### src/verilog/hss_pkg.sv
package hss_pkg;

   // number of high-side outputs and configuration field width
   localparam int NUM_OUT   = 4;
   localparam int CFG_W     = 3;

   // register word addresses (compared directly with the 4-bit avalon-mm address)
   localparam logic [3:0] ADDR_CTRL_A   = 4'h0;
   localparam logic [3:0] ADDR_CTRL_B   = 4'h1;
   localparam logic [3:0] ADDR_SUP_CFG  = 4'h2;
   localparam logic [3:0] ADDR_OC_STAT  = 4'h3;
   localparam logic [3:0] ADDR_OL_STAT  = 4'h4;
   localparam logic [3:0] ADDR_SUP_STAT = 4'h5;
   localparam logic [3:0] ADDR_OUT_STAT = 4'h6;

   // field positions inside the supply configuration register
   localparam int SUP_OV_DIS_BIT = 0;
   localparam int SUP_UV_DIS_BIT = 1;
   localparam int SUP_REC_BIT    = 2;

   // field positions inside the supply status register
   localparam int STAT_OV_BIT = 0;
   localparam int STAT_UV_BIT = 1;

   // configuration codes of one output
   localparam logic [2:0] CFG_OFF  = 3'h0;
   localparam logic [2:0] CFG_ON   = 3'h1;
   localparam logic [2:0] CFG_TMR1 = 3'h2;
   localparam logic [2:0] CFG_TMR2 = 3'h3;
   localparam logic [2:0] CFG_PWM1 = 3'h4;
   localparam logic [2:0] CFG_PWM2 = 3'h5;

   // reset values
   localparam logic [2:0] CFG_RST   = 3'h0;
   localparam logic [2:0] SUP_RST   = 3'h0;

   // timing: clock rate and filter times
   localparam int CLK_HZ        = 10_000_000;
   localparam int OC_FILT_US    = 16;
   localparam int OL_FILT_US    = 64;
   localparam int OC_FILT_CYC   = (OC_FILT_US * (CLK_HZ / 1_000_000));
   localparam int OL_FILT_CYC   = (OL_FILT_US * (CLK_HZ / 1_000_000));
   localparam int FILT_W        = 10;

   // chip operating modes as seen by this block
   typedef enum logic [2:0]
   {
      HSS_MODE_NORMAL   = 3'b000,
      HSS_MODE_STOP     = 3'b001,
      HSS_MODE_SLEEP    = 3'b010,
      HSS_MODE_RESTART  = 3'b011,
      HSS_MODE_FAILSAFE = 3'b100,
      HSS_MODE_INIT     = 3'b101
   } hss_mode_t;

   // per-output analog sense results
   typedef struct packed
   {
      logic over_current;
      logic open_load;
   } hss_sense_t;

   // avalon-mm request
   typedef struct packed
   {
      logic        read;
      logic        write;
      logic [3:0]  address;
      logic [31:0] writedata;
   } hss_av_req_t;

endpackage

### src/verilog/hss_switch_ctrl.sv
// Design decisions made here: the register addresses and the Avalon-MM interface to the registers.
`timescale 1ns/100ps
// What this block does
// - low-power modes keep configuration, ignore configuration writes
// - restart or fail-safe switches all outputs off
// - each output driven directly, by timer, or PWM
// - supply overvoltage cuts outputs unless disabled
// - overvoltage end with recovery restores outputs
// - supply undervoltage cuts outputs unless disabled
// - undervoltage end with recovery restores outputs
// - outputs return to programmed state only if recovery
// - without recovery, cut outputs stay off, config cleared
// - supply faults only set two supply flags
// - sustained overcurrent beyond filter time turns output off
// - overcurrent shutdown sets output's overcurrent flag
// - overcurrent shutdown resets config field to off
// - overcurrent flags cleared only by software
// - open load while on sets open-load flag
// - open load leaves the output on
// - open-load flags held until software clears
// - after restart or fail-safe, software may re-enable
// - PWM drive starts as soon as assigned
module hss_switch_ctrl
(
   // clock and reset
   input  wire logic                 clock,
   input  wire logic                 rst,
   // avalon-mm slave
   input  wire hss_pkg::hss_av_req_t av_req,
   output logic [31:0]               av_readdata,
   output logic                      av_waitrequest,
   // chip mode and supply monitors
   input  wire hss_pkg::hss_mode_t   chip_mode,
   input  wire logic                 supply_ov,
   input  wire logic                 supply_uv,
   // drive sources from timers and pwm generators
   input  wire logic [1:0]           timer_out,
   input  wire logic [1:0]           pwm_out,
   // per-output current sense
   input  wire hss_pkg::hss_sense_t [3:0] sense,
   // switch gate drive
   output logic [3:0]                high_side_output
);

   // register state
   logic [3:0][2:0] cfg_reg, cfg_next;
   logic [2:0]      sup_cfg_reg, sup_cfg_next;
   logic [3:0]      oc_flag_reg, oc_flag_next;
   logic [3:0]      ol_flag_reg, ol_flag_next;
   logic            ov_flag_reg, ov_flag_next;
   logic            uv_flag_reg, uv_flag_next;
   logic [3:0]      out_reg, out_next;
   logic [31:0]     rdata_reg, rdata_next;
   logic            ack_reg, ack_next;
   logic            wait_reg;
   logic [3:0][9:0] oc_cnt_reg, oc_cnt_next;
   logic [3:0][9:0] ol_cnt_reg, ol_cnt_next;

   // combinational helpers
   logic            normal_mode;
   logic            kill_mode;
   logic            ov_cut, uv_cut, sup_cut, sup_cut_q;
   logic            sup_end_norec;
   logic            acc_wr, acc_rd;
   logic [3:0]      src_level;
   logic [3:0]      oc_trip;
   logic [3:0]      ol_trip;

   // waitrequest drops for one cycle after a request is seen; own flop
   // so the bus sees no gate between register and pin
   assign av_waitrequest = wait_reg;
   assign av_readdata    = rdata_reg;
   assign high_side_output = out_reg;
   assign acc_wr = av_req.write & ~ack_reg;
   assign acc_rd = av_req.read & ~ack_reg;

   // mode decode
   assign normal_mode = (chip_mode == hss_pkg::HSS_MODE_NORMAL);
   assign kill_mode   = (chip_mode == hss_pkg::HSS_MODE_RESTART) |
                        (chip_mode == hss_pkg::HSS_MODE_FAILSAFE);

   // supply cut-off decisions
   assign ov_cut  = supply_ov & ~sup_cfg_reg[hss_pkg::SUP_OV_DIS_BIT];
   assign uv_cut  = supply_uv & ~sup_cfg_reg[hss_pkg::SUP_UV_DIS_BIT];
   assign sup_cut = ov_cut | uv_cut;
   // remembered as the previous-cycle view of the supply cut
   assign sup_end_norec = sup_cut_q & ~sup_cut &
                          ~sup_cfg_reg[hss_pkg::SUP_REC_BIT];

   // per-output source select and filter terminals
   genvar g;
   generate
      for (g = 0; g < hss_pkg::NUM_OUT; g++)
      begin : g_out
         always_comb
         begin
            unique case (cfg_reg[g])
               hss_pkg::CFG_ON:   src_level[g] = 1'b1;
               hss_pkg::CFG_TMR1: src_level[g] = timer_out[0];
               hss_pkg::CFG_TMR2: src_level[g] = timer_out[1];
               hss_pkg::CFG_PWM1: src_level[g] = pwm_out[0];
               hss_pkg::CFG_PWM2: src_level[g] = pwm_out[1];
               default:           src_level[g] = 1'b0;
            endcase
         end
         assign oc_trip[g] = out_reg[g] & sense[g].over_current &
            (oc_cnt_reg[g] == 10'(hss_pkg::OC_FILT_CYC - 1));
         assign ol_trip[g] = out_reg[g] & sense[g].open_load &
            (ol_cnt_reg[g] == 10'(hss_pkg::OL_FILT_CYC - 1));
      end
   endgenerate

   // next state of configuration, flags, outputs and bus answer
   always_comb
   begin
      cfg_next     = cfg_reg;
      sup_cfg_next = sup_cfg_reg;
      oc_flag_next = oc_flag_reg;
      ol_flag_next = ol_flag_reg;
      ov_flag_next = supply_ov;
      uv_flag_next = supply_uv;
      rdata_next   = rdata_reg;
      ack_next     = 1'b0;
      oc_cnt_next  = oc_cnt_reg;
      ol_cnt_next  = ol_cnt_reg;

      // software writes: config only in normal mode, clears are write-1
      if (acc_wr)
      begin
         ack_next = 1'b1;
         unique case (av_req.address)
            hss_pkg::ADDR_CTRL_A:
               if (normal_mode | kill_mode)
               begin
                  cfg_next[0] = av_req.writedata[2:0];
                  cfg_next[1] = av_req.writedata[6:4];
               end
            hss_pkg::ADDR_CTRL_B:
               if (normal_mode | kill_mode)
               begin
                  cfg_next[2] = av_req.writedata[2:0];
                  cfg_next[3] = av_req.writedata[6:4];
               end
            hss_pkg::ADDR_SUP_CFG:
               if (normal_mode)
                  sup_cfg_next = av_req.writedata[2:0];
            hss_pkg::ADDR_OC_STAT:
               oc_flag_next = oc_flag_reg & ~av_req.writedata[3:0];
            hss_pkg::ADDR_OL_STAT:
               ol_flag_next = ol_flag_reg & ~av_req.writedata[3:0];
            default: ;
         endcase
      end
      else if (acc_rd)
      begin
         ack_next   = 1'b1;
         rdata_next = 32'h0;
         unique case (av_req.address)
            hss_pkg::ADDR_CTRL_A:
               rdata_next[6:0] = {cfg_reg[1], 1'b0, cfg_reg[0]};
            hss_pkg::ADDR_CTRL_B:
               rdata_next[6:0] = {cfg_reg[3], 1'b0, cfg_reg[2]};
            hss_pkg::ADDR_SUP_CFG:  rdata_next[2:0] = sup_cfg_reg;
            hss_pkg::ADDR_OC_STAT:  rdata_next[3:0] = oc_flag_reg;
            hss_pkg::ADDR_OL_STAT:  rdata_next[3:0] = ol_flag_reg;
            hss_pkg::ADDR_SUP_STAT:
               rdata_next[1:0] = {uv_flag_reg, ov_flag_reg};
            hss_pkg::ADDR_OUT_STAT: rdata_next[3:0] = out_reg;
            default:                rdata_next = 32'h0;
         endcase
      end

      // supply fault ended without recovery: control bits cleared
      if (sup_end_norec)
         cfg_next = '0;

      // filters, overcurrent shutdown and open-load flags per output
      for (int i = 0; i < hss_pkg::NUM_OUT; i++)
      begin
         if (out_reg[i] & sense[i].over_current & ~oc_trip[i])
            oc_cnt_next[i] = oc_cnt_reg[i] + 10'h001;
         else
            oc_cnt_next[i] = 10'h000;
         if (out_reg[i] & sense[i].open_load & ~ol_trip[i])
            ol_cnt_next[i] = ol_cnt_reg[i] + 10'h001;
         else
            ol_cnt_next[i] = 10'h000;
         if (oc_trip[i])
         begin
            cfg_next[i]     = hss_pkg::CFG_OFF;
            oc_flag_next[i] = 1'b1;
         end
         if (ol_trip[i])
            ol_flag_next[i] = 1'b1;
      end

      // output drive: cut by mode, supply fault or same-cycle trip; the
      // fault-end cycle without recovery is cut too, else the old config
      // would pulse the switch on for one cycle before it is cleared
      for (int i = 0; i < hss_pkg::NUM_OUT; i++)
      begin
         out_next[i] = src_level[i] & ~kill_mode & ~sup_cut
                       & ~sup_end_norec
                       & ~oc_trip[i];
      end
      if (kill_mode)
         cfg_next = '0;
   end

   // registers
   always_ff @(posedge clock or posedge rst)
   begin
      if (rst)
      begin
         cfg_reg     <= {4{hss_pkg::CFG_RST}};
         sup_cfg_reg <= hss_pkg::SUP_RST;
         oc_flag_reg <= 4'h0;
         ol_flag_reg <= 4'h0;
         ov_flag_reg <= 1'b0;
         uv_flag_reg <= 1'b0;
         out_reg     <= 4'h0;
         rdata_reg   <= 32'h0;
         ack_reg     <= 1'b0;
         wait_reg    <= 1'b1;
         oc_cnt_reg  <= '0;
         ol_cnt_reg  <= '0;
         sup_cut_q   <= 1'b0;
      end
      else
      begin
         cfg_reg     <= cfg_next;
         sup_cfg_reg <= sup_cfg_next;
         oc_flag_reg <= oc_flag_next;
         ol_flag_reg <= ol_flag_next;
         ov_flag_reg <= ov_flag_next;
         uv_flag_reg <= uv_flag_next;
         out_reg     <= out_next;
         rdata_reg   <= rdata_next;
         ack_reg     <= ack_next;
         wait_reg    <= ~ack_next;
         oc_cnt_reg  <= oc_cnt_next;
         ol_cnt_reg  <= ol_cnt_next;
         sup_cut_q   <= sup_cut;
      end
   end

endmodule

### config.mk
export PLATFORM = sky130hd
export DESIGN_NAME = hss_switch_ctrl
export DESIGN_NICKNAME = d
export VERILOG_FILES = /design/src/verilog/hss_pkg.sv /design/src/verilog/hss_switch_ctrl.sv
export SDC_FILE = /design/constraint.sdc
export NUM_CORES = 1
export LEC_CHECK = 0
export BUFFER_PORTS_ARGS = -buffer_cell sky130_fd_sc_hd__buf_2
export CORE_MARGIN = 2
export CORE_UTILIZATION = 51
export DETAILED_ROUTE_END_ITERATION = 8
export PLACE_DENSITY = 0.78
export SKIP_CTS_REPAIR_TIMING = 1
export SYNTH_ARGS = -nofsm -noshare
export SYNTH_HDL_FRONTEND = slang
export SYNTH_SLANG_ARGS = --single-unit
export TNS_END_PERCENT = 50
### constraint.sdc
create_clock -name clock -period 4.12 [get_ports clock]
set_clock_uncertainty 0.2 [all_clocks]
set_input_delay 0.824 -clock clock [delete_from_list [all_inputs] [get_ports clock]]
set_output_delay 0.824 -clock clock [all_outputs]
set_load 0.05 [all_outputs]
==> results of run 1 <==
[power by group]
part	leakage [nW]	internal, mW	total, mW	switching, mW
Combinational	1.07	0.0438	0.223	0.179
Clock	0.296	1.02	1.53	0.512
Sequential	1.64	1.19	1.20	0.0125
[area by class of cell]
type | count | area [sq um] | share of cell area [%]
Timing Repair Buffer | 45 | 243 | 3.58
Tap cell | 143 | 179 | 2.64
Inverter | 18 | 71.3 | 1.05
Sequential cell | 119 | 2980 | 43.9
Clock buffer | 21 | 450 | 6.64
Clock inverter | 10 | 153 | 2.25
Antenna cell | 1 | 2.50 | 0.0369
Multi-Input combinational cell | 451 | 2700 | 39.9
[synthesized netlist by cell type (all sizes together), types with 2 or more instances]
library cell  instances
o21ai                13
mux2i                15
a2111oi               4
nand4                22
nor4b                 2
xnor2                24
nor3                  8
and4                 11
ha                    8
xor2                 39
buf                  30
a311oi                4
nand3b                2
dfrtp               118
nor2b                 3
o2bb2ai               4
inv                  18
o31ai                 2
nand3                34
nor4                 10
and2                  5
clkbuf                4
a21oi                18
nand4b                2
nor2                106
nand2                57
a31oi                 3
and3                  9
nor3b                 7
a22oi                 3
[metrics by stage]
stage                     cell area, sq um  total power [mW]  util (%)  hold slack (ns)  instances
after floorplan                       6010              1.41         -            0.247        622
after global placement                6180              1.44      54.3            0.263        776
after detailed placement              6180              1.44      54.3            0.274        776
after CTS                             6780              2.98      59.6            0.281        807
after global routing                  6780              3.05      59.6            0.304        807
final                                 6780              2.95      59.6            0.281        808
[logic make-up (layout without fill, tap and decap cells)]
logic type	after synthesis	in the layout	synth area share [%]
flops	119	119	50.3
mux	17	17	3.11
fa+ha+maj	8	8	1.69
other cells	1	26	0.0634
xor+xnor	63	63	9.32
compound gates	58	58	6.68
buf+inv	52	94	5.52
simple gates	280	280	23.3
[how the worst min path moves through the flow]
stage / startpoint / end / slack [ns] / depth (start not counted)
finish: oc_cnt_reg[0]$_DFF_PP0_ / oc_cnt_reg[0]$_DFF_PP0_ / 0.28 / 1
global route: ol_cnt_reg[0]$_DFF_PP0_ / ol_cnt_reg[0]$_DFF_PP0_ / 0.30 / 1
CTS: ol_cnt_reg[10]$_DFF_PP0_ / ol_cnt_reg[10]$_DFF_PP0_ / 0.28 / 1
detailed placement: ol_flag_reg[0]$_DFFE_PP0P_ / ol_flag_reg[0]$_DFFE_PP0P_ / 0.27 / 1
global placement: ol_cnt_reg[10]$_DFF_PP0_ / ol_cnt_reg[10]$_DFF_PP0_ / 0.26 / 1
floorplan: oc_cnt_reg[0]$_DFF_PP0_ / oc_cnt_reg[0]$_DFF_PP0_ / 0.25 / 1
[per-layer routing]
layer	vias up	GRT usage, %
li1	2140	-
met1	2229	27.8
met2	163	36.2
met3	24	5.82
met4	0	7.08
met5	-	0
[cell usage in the layout, fill, tap and decap left out, drive strengths merged, types with 2 or more instances in the layout]
master / Yosys / layout
conb: 1 / 25
mux2i: 15 / 15
nor4: 10 / 10
nand3b: 2 / 2
xor2: 39 / 39
a2111oi: 4 / 4
buf: 30 / 45
nand2: 57 / 57
dfrtp: 118 / 118
nor2b: 3 / 3
nand3: 34 / 34
nor2: 106 / 106
clkbuf: 4 / 21
bufinv: 0 / 4
a21oi: 18 / 18
clkinv: 0 / 5
and3: 9 / 9
ha: 8 / 8
xnor2: 24 / 24
a22oi: 3 / 3
o31ai: 2 / 2
nor4b: 2 / 2
nor3b: 7 / 7
a311oi: 4 / 4
and4: 11 / 11
nand4b: 2 / 2
a31oi: 3 / 3
clkinvlp: 0 / 2
nand4: 22 / 22
inv: 18 / 17
and2: 5 / 5
o21ai: 13 / 13
o2bb2ai: 4 / 4
nor3: 8 / 8
==> flow_metrics.env, run 1 <==
export IMPL_status="complete, no violations"
export IMPL_fmax_ghz=0.444
export IMPL_pwr_density_cell_nw_per_um2=436
export IMPL_overflow=0
export IMPL_ir_drop_mv=0.437
export IMPL_dp_slack_ns=1.49
export IMPL_ys_flop_type="dfrtp_1"
export IMPL_start_util_pct=52.1
export IMPL_rsz0062_at_grt="false"
export IMPL_clock_sinks=119
export IMPL_drc=0
export IMPL_top_layer_used="met4"
export IMPL_viasPerCell=5.64
export IMPL_reg2reg_depth=5
export IMPL_synth_enable_flop_cells=0
export IMPL_cts_tree="built"
export IMPL_start_kind="flop"
export IMPL_ys_types=47
export IMPL_dp_hpwl_microns=8920
export IMPL_hp_class="flop to flop"
export IMPL_gp_congestion=0.865
export IMPL_coreArea_sq_um=11400
export IMPL_clk_pin_slew_worst_paths_ns=0.05
export IMPL_insertion_delay_ns=0.41
export IMPL_slew_headroom_pct=32.6
export IMPL_leakagePower_nw=3.00
export IMPL_critPathMaxFanout=6
export IMPL_ys_warn_count=0
export IMPL_fp_dieH_microns=112
export IMPL_crit_chain="buf_2"
export IMPL_path_depth=1
export IMPL_worst_path_buf_inv=1
export IMPL_ys_ff_latch=119
export IMPL_end_kind="output port"
export IMPL_seq_area_frac_synth_pct=50.3
export IMPL_rows=39
export IMPL_routed_wl_microns=12900
export IMPL_cts_inserted_buffers=17
export IMPL_critical_path_max_stage_delay_ns=0.49
export IMPL_setup_worst_path_end="high_side_output[3]"
export IMPL_die_x_microns=112
export IMPL_tns_ns=0
export IMPL_required_ns=3.10
export IMPL_synth_area_leader_cell="dfrtp_1"
export IMPL_fin_nets=717
export IMPL_hold_viol=0
export IMPL_synth_cells=598
export IMPL_wl_met2_microns=6300
export IMPL_htreeDepth=4
export IMPL_antenna_found_initial=0
export IMPL_synth_area_leaders="dfrtp_1 (50%), nor2_1 (6.7%), xor2_1 (5.8%)"
export IMPL_final_max_slew_violation_count=0
export IMPL_wl_per_cell_microns=16.0
export IMPL_clock_path_buffers=2
export IMPL_finalCriticalPeriod_ns=2.25
export IMPL_netlist_area_sq_um=5920
export IMPL_fin_ws_ns=1.87
export IMPL_max_cap_violations=0
export IMPL_worstPathArrival_ns=1.23
export IMPL_port_buffers=43
export IMPL_grt_pass1_wl_microns=21500
export IMPL_synth_async_reset_ratio_pct=100
export IMPL_grt_max_degree=74
export IMPL_drtIter0Drc=399
export IMPL_area_delta_synth_final_pct=14.6
export IMPL_antenna_left=0
export IMPL_drt_met1_wl_microns=5620
export IMPL_syn_area_per_cell_sq_um=9.90
export IMPL_vias=4556
export IMPL_r2r_slack_ns=2.22
export IMPL_grt_total_usage_pct=21.7
export IMPL_setup_violations=0
export IMPL_drive_above_1_share_pct=12.8
export IMPL_wl_met3_microns=813
export IMPL_die_area_sq_um=12500
export IMPL_grt_pass1_vias=4452
export IMPL_drt_first_pass_iters=6
export IMPL_cp_slowest_cell="dfrtp_1"
export IMPL_io_pins=94
export IMPL_startpoint="high_side_output[3]$_DFF_PP0_"
export IMPL_fillers=902
export IMPL_yosysTopAreaCellShare_pct=49.9
export IMPL_cp_top_family="flip-flops"
export IMPL_r2r_end="high_side_output[3]$_DFF_PP0_"
export IMPL_r2r_start="oc_cnt_reg[30]$_DFF_PP0_"
export IMPL_min_period_over_period_pct=54.7
export IMPL_worstMarginPinSlew_ns=1.01
export IMPL_crit_type="flop to output port"
export IMPL_cts_root_buf="clkbuf_16"
Power figures use the tool's default switching activity.
==> run 2, diff against run 1 <==
--- a/config.mk
+++ b/config.mk
@@ -5,11 +5,12 @@
 export SDC_FILE = /design/constraint.sdc
 export NUM_CORES = 1
 export LEC_CHECK = 0
+export ABC_AREA = 1
 export BUFFER_PORTS_ARGS = -buffer_cell sky130_fd_sc_hd__buf_2
 export CORE_MARGIN = 2
-export CORE_UTILIZATION = 51
+export CORE_UTILIZATION = 52
 export DETAILED_ROUTE_END_ITERATION = 8
-export PLACE_DENSITY = 0.78
+export PLACE_DENSITY = 0.79
 export SKIP_CTS_REPAIR_TIMING = 1
 export SYNTH_ARGS = -nofsm -noshare
 export SYNTH_HDL_FRONTEND = slang
==> constraint.sdc (replaced) <==
create_clock -name clock -period 1.9 [get_ports clock]
set_clock_uncertainty 0.2 [all_clocks]
set_input_delay 0.38 -clock clock [delete_from_list [all_inputs] [get_ports clock]]
set_output_delay 0.38 -clock clock [all_outputs]
set_load 0.05 [all_outputs]
==> run 2 against run 1 <==
Net effect: clock power increased by 86%; cell area increased by 5.1%; setup slack lost 1.8 ns; sequential share of layout area shrank 2.1 points; combinational power increased by 100%.
==> flow_metrics.env, run 2 <==
export IMPL_drtIter0Drc=336
export IMPL_layout_commonest_cell="nand2_1"
export IMPL_synth_cells=769
export IMPL_area_delta_synth_final_pct=15.7
export IMPL_crit_chain="buf_2"
export IMPL_ys_flop_type="dfrtp_1"
export IMPL_clock_sinks=119
export IMPL_syn_area_per_cell_sq_um=8.01
export IMPL_hp_class="input port to flop"
export IMPL_ys_ff_latch=119
export IMPL_synthMostInstantiatedCell="nand2_1"
export IMPL_stdcell_count=995
export IMPL_coreArea_sq_um=11500
export IMPL_drt_first_pass_iters=5
export IMPL_worstPathArrival_ns=1.21
export IMPL_max_cap_violations=0
export IMPL_antenna_left=0
export IMPL_routed_wl_microns=12700
export IMPL_worst_path_buf_inv=1
export IMPL_ys_types=35
export IMPL_cts_inserted_buffers=17
export IMPL_pwr_density_cell_nw_per_um2=827
export IMPL_synthTopCellsByCount="nand2_1 (165), nor2_1 (135), dfrtp_1 (118)"
export IMPL_die_x_microns=113
export IMPL_fin_nets=909
export IMPL_htreeDepth=4
export IMPL_setup_violations=0
export IMPL_drc=0
export IMPL_synth_area_leader_cell="dfrtp_1"
export IMPL_grt_pass1_vias=4646
export IMPL_rsz0062_at_grt="false"
export IMPL_cp_slowest_cell="dfrtp_1"
export IMPL_io_pins=94
export IMPL_cts_tree="built"
export IMPL_cp_top_family="flip-flops"
export IMPL_die_area_sq_um=12700
export IMPL_grt_pass1_wl_microns=21400
export IMPL_mostFrequentLayoutCells="nand2_1 (165), nor2_1 (135), dfrtp_1 (118)"
export IMPL_wl_per_cell_microns=12.8
export IMPL_start_kind="flop"
export IMPL_netlist_area_sq_um=6160
export IMPL_critical_path_max_stage_delay_ns=0.47
export IMPL_finalCriticalPeriod_ns=1.79
export IMPL_start_util_pct=53.7
export IMPL_cts_root_buf="clkbuf_16"
export IMPL_leakagePower_nw=3.43
export IMPL_synth_enable_flop_cells=0
export IMPL_viasPerCell=5.08
export IMPL_synth_async_reset_ratio_pct=100
export IMPL_seq_area_frac_synth_pct=48.4
export IMPL_grt_max_degree=50
export IMPL_status="complete, no violations"
export IMPL_synth_area_leaders="dfrtp_1 (48%), nand2_1 (10%), nor2_1 (8.2%)"
export IMPL_clk_pin_slew_worst_paths_ns=0.05
export IMPL_dp_hpwl_microns=9170
export IMPL_fillers=1019
export IMPL_diodes=0
export IMPL_antenna_found_initial=0
export IMPL_post_route_util_pct=62.2
export IMPL_critPathMaxFanout=4
export IMPL_overflow=0
export IMPL_final_max_slew_violation_count=0
export IMPL_ir_drop_mv=0.759
export IMPL_required_ns=1.32
export IMPL_yosysTopAreaCellShare_pct=47.9
export IMPL_rows=39
export IMPL_fmax_ghz=0.558
export IMPL_clock_path_buffers=2
export IMPL_gp_congestion=0.938
export IMPL_vias=5050
export IMPL_crit_type="flop to output port"
export IMPL_ys_warn_count=0
export IMPL_port_buffers=43
export IMPL_fp_dieH_microns=113
export IMPL_insertion_delay_ns=0.42
export IMPL_min_period_over_period_pct=94.3
export IMPL_end_kind="output port"
export IMPL_drive_above_1_share_pct=13.5
export IMPL_dp_cells=965
export IMPL_hold_viol=0
export IMPL_grt_total_usage_pct=21.3
==> run 2: power by group <==
group / total [mW] / internal (mW) / switching [mW] / leakage, nW
clock: 2.85 / 1.78 / 1.07 / 0.265
sequential: 2.59 / 2.57 / 0.0163 / 1.64
combinational: 0.455 / 0.102 / 0.353 / 1.52
total: 5.89 / 4.46 / 1.44 / 3.43
==> run 2: final timing paths <==
check | from | to | slack [ns] | cells after the start
worst max register to register | ol_cnt_reg[20]$_DFF_PP0_ | ol_cnt_reg[27]$_DFF_PP0_ | 0.22 | 6
worst min register to register | oc_cnt_reg[0]$_DFF_PP0_ | oc_cnt_reg[0]$_DFF_PP0_ | 0.27 | 1
worst min-delay path | av_req[0] | cfg_reg[0]$_DFFE_PP0P_ | 0.01 | 3
max in group asynchronous | rst | av_waitrequest$_DFF_PP1_ | 0.57 | 4
min in group asynchronous | rst | ol_cnt_reg[15]$_DFF_PP0_ | 0.31 | 3
worst max-delay path | high_side_output[1]$_DFF_PP0_ | high_side_output[1] | 0.11 | 1
==> run 2: kinds of logic after synthesis <==
family | count (synthesis) | synth area share (%)
other | 1 | 0.0609
AO/OA/AOI/OAI | 51 | 4.53
flip-flops | 119 | 48.4
adder cells (fa/ha/maj) | 8 | 1.63
XOR/XNOR | 28 | 3.98
buffers and inverters | 120 | 8.98
AND/OR/NAND/NOR | 442 | 32.4
==> run 2: tightest hold or removal path, delay by kind of cell <==
kind	cells	cell delay (ns)
buffers and inverters	1	0.09
AND/OR/NAND/NOR	2	0.14
==> run 2: metal layers <==
layer	global-route usage, %	part of all wire [%]	vias to the layer above
met2	33.5	47	109
met4	7.72	1.6	0
met5	0	0	-
li1	-	-	2560
met1	27.9	46	2360
met3	6.96	5.4	21
==> run 2: area by class of cell <==
type / count / area (sq um) / share of cell area [%]
repair buffers: 58 / 373 / 5.23
flip-flops and latches: 119 / 2980 / 41.8
multi-input cells: 554 / 2720 / 38.1
inverters: 94 / 362 / 5.07
well taps: 143 / 179 / 2.51
clock inverters: 5 / 25.0 / 0.351
clock buffers: 22 / 494 / 6.93
==> run 2: through the flow <==
stage	TNS [ns]	hold WS (ns)	instance area, sq um	total power [mW]	worst slack, ns
finish	0	0.0140	7130	5.89	0.107
global route	0	0.0200	7130	6.09	0.00341
CTS	0	-0.237	7100	5.93	0.103
detailed placement	0	0.206	6580	3.08	0.187
global placement	0	0.201	6580	3.07	0.190
floorplan	-15.88	0.211	6250	2.98	-0.135
==> run 3, diff against run 2 <==
--- a/config.mk
+++ b/config.mk
@@ -7,10 +7,13 @@
 export LEC_CHECK = 0
 export ABC_AREA = 1
 export BUFFER_PORTS_ARGS = -buffer_cell sky130_fd_sc_hd__buf_2
+export CELL_PAD_IN_SITES_DETAIL_PLACEMENT = 0
+export CELL_PAD_IN_SITES_GLOBAL_PLACEMENT = 1
 export CORE_MARGIN = 2
-export CORE_UTILIZATION = 52
+export CORE_UTILIZATION = 38
+export CTS_CLUSTER_DIAMETER = 50
 export DETAILED_ROUTE_END_ITERATION = 8
-export PLACE_DENSITY = 0.79
+export PLACE_DENSITY = 0.78
 export SKIP_CTS_REPAIR_TIMING = 1
 export SYNTH_ARGS = -nofsm -noshare
 export SYNTH_HDL_FRONTEND = slang
==> run 3 against run 2 <==
Net effect: register-to-register slack worse by 0.04 ns; critical path depth did not move; die area is 35% higher; largest power group unchanged.
==> flow_metrics.env, run 3 (same netlist as run 2, synthesis figures left out) <==
export IMPL_status="complete, no violations"
export IMPL_vias=4879
export IMPL_setup_violations=0
export IMPL_critical_path_max_stage_delay_ns=0.50
export IMPL_worstHoldPathCells=3
export IMPL_drt_first_pass_iters=5
export IMPL_r2r_end="oc_cnt_reg[14]$_DFF_PP0_"
export IMPL_wl_per_cell_microns=12.5
export IMPL_grt_total_usage_pct=16.5
export IMPL_ir_drop_mv=0.740
export IMPL_overflow=0
export IMPL_hold_worst_slack_ns=0.0263
export IMPL_grt_max_degree=63
export IMPL_place_area_sq_um=6680
export IMPL_rows=46
export IMPL_coreArea_sq_um=15900
export IMPL_cts_tree="built"
export IMPL_insertion_delay_ns=0.41
export IMPL_start_util_pct=38.8
export IMPL_worstPathArrival_ns=1.24
export IMPL_fp_dieH_microns=131
export IMPL_area_delta_synth_final_pct=18.1
export IMPL_r2r_slack_ns=0.18
export IMPL_cp_top_family="flip-flops"
export IMPL_mostFrequentLayoutCells="nand2_1 (165), nor2_1 (135), dfrtp_1 (118)"
export IMPL_max_cap_violations=0
export IMPL_finalCriticalPeriod_ns=1.82
export IMPL_fmax_ghz=0.551
export IMPL_grt_pass1_vias=4609
export IMPL_path_depth=1
export IMPL_pwr_density_cell_nw_per_um2=834
export IMPL_final_max_slew_violation_count=0
export IMPL_rsz0062_at_grt="false"
export IMPL_clock_sinks=119
export IMPL_port_buffers=43
export IMPL_startpoint="high_side_output[1]$_DFF_PP0_"
export IMPL_cts_root_buf="clkbuf_16"
export IMPL_end_kind="output port"
export IMPL_die_x_microns=131
export IMPL_antenna_found_initial=0
export IMPL_hold_viol=0
export IMPL_leakagePower_nw=3.45
export IMPL_htreeDepth=4
export IMPL_gp_congestion=0.829
export IMPL_dp_hpwl_microns=9760
export IMPL_crit_chain="buf_2"
export IMPL_drtIter0Drc=309
export IMPL_setup_worst_path_end="high_side_output[1]"
export IMPL_clk_pin_slew_worst_paths_ns=0.05
export IMPL_cts_inserted_buffers=17
export IMPL_reg2reg_depth=6
export IMPL_io_pins=94
export IMPL_critPathMaxFanout=4
export IMPL_die_area_sq_um=17200
export IMPL_required_ns=1.32
export IMPL_grt_pass1_wl_microns=22800
export IMPL_worst_path_buf_inv=1
export IMPL_cp_slowest_cell="dfrtp_1"
export IMPL_fin_total_pwr_mw=6.06
export IMPL_fin_nets=912
export IMPL_hp_class="input port to flop"
export IMPL_routed_wl_microns=13400
export IMPL_drc=0
export IMPL_clock_path_buffers=2
export IMPL_diodes=0
export IMPL_antenna_left=0
export IMPL_crit_type="flop to output port"
export IMPL_layout_commonest_cell="nand2_1"
export IMPL_min_period_over_period_pct=95.6
export IMPL_start_kind="flop"
export IMPL_drive_above_1_share_pct=13.8
export IMPL_r2r_start="oc_cnt_reg[10]$_DFF_PP0_"
export IMPL_viasPerCell=4.55
export IMPL_final_area_sq_um=7270
## run 3: cell types whose count changed in the layout (fill, tap and decap cells not counted), sizes merged
cell and delta:
buf +3, bufinv +1, clkinv -3, clkbuf +4
## run 3: worst min path at each step
stage	startpoint	to	slack [ns]
after global placement	oc_cnt_reg[0]$_DFF_PP0_	oc_cnt_reg[0]$_DFF_PP0_	0.25
after global routing	av_req[5]	cfg_reg[4]$_DFFE_PP0P_	0.02
after CTS	rst	ol_cnt_reg[1]$_DFF_PP0_	-0.12
after floorplan	supply_ov	ov_flag_reg$_DFF_PP0_	0.21
final	av_req[5]	cfg_reg[4]$_DFFE_PP0P_	0.03
after detailed placement	oc_cnt_reg[0]$_DFF_PP0_	oc_cnt_reg[0]$_DFF_PP0_	0.26
## run 3: layout make-up
cell class / instances / area, sq um
Fill cell: 1627 / 8610
Sequential cell: 119 / 2980
Multi-Input combinational cell: 554 / 2720
Clock buffer: 26 / 519
Timing Repair Buffer: 61 / 383
Inverter: 94 / 362
Tap cell: 216 / 270
Clock inverter: 3 / 40.0
## run 3: power breakdown
part           switching [mW]  internal [mW]
Clock                    1.04           1.98
Sequential             0.0160           2.57
Combinational           0.353          0.102
Total                    1.41           4.65
## run 3: metrics by stage
stage | util [%] | TNS, ns | setup slack [ns] | std cells
CTS | 45.6 | 0 | 0.0446 | 1070
detailed placement | 42.1 | 0 | 0.132 | 1041
finish | 45.8 | 0 | 0.0839 | 1073
global placement | 42.1 | 0 | 0.152 | 1041
floorplan | - | -15.88 | -0.135 | 793
global route | 45.8 | 0 | 0.00161 | 1073
## run 3: per-layer routing
metal  global-route usage (%)  vias to the layer above  wire length [microns]
met5                        0                        -                      0
met1                     22.4                     2236                   6590
li1                         -                     2567                      -
met2                     25.4                       64                   6150
met3                     4.98                       12                    547
met4                     5.43                        0                    139
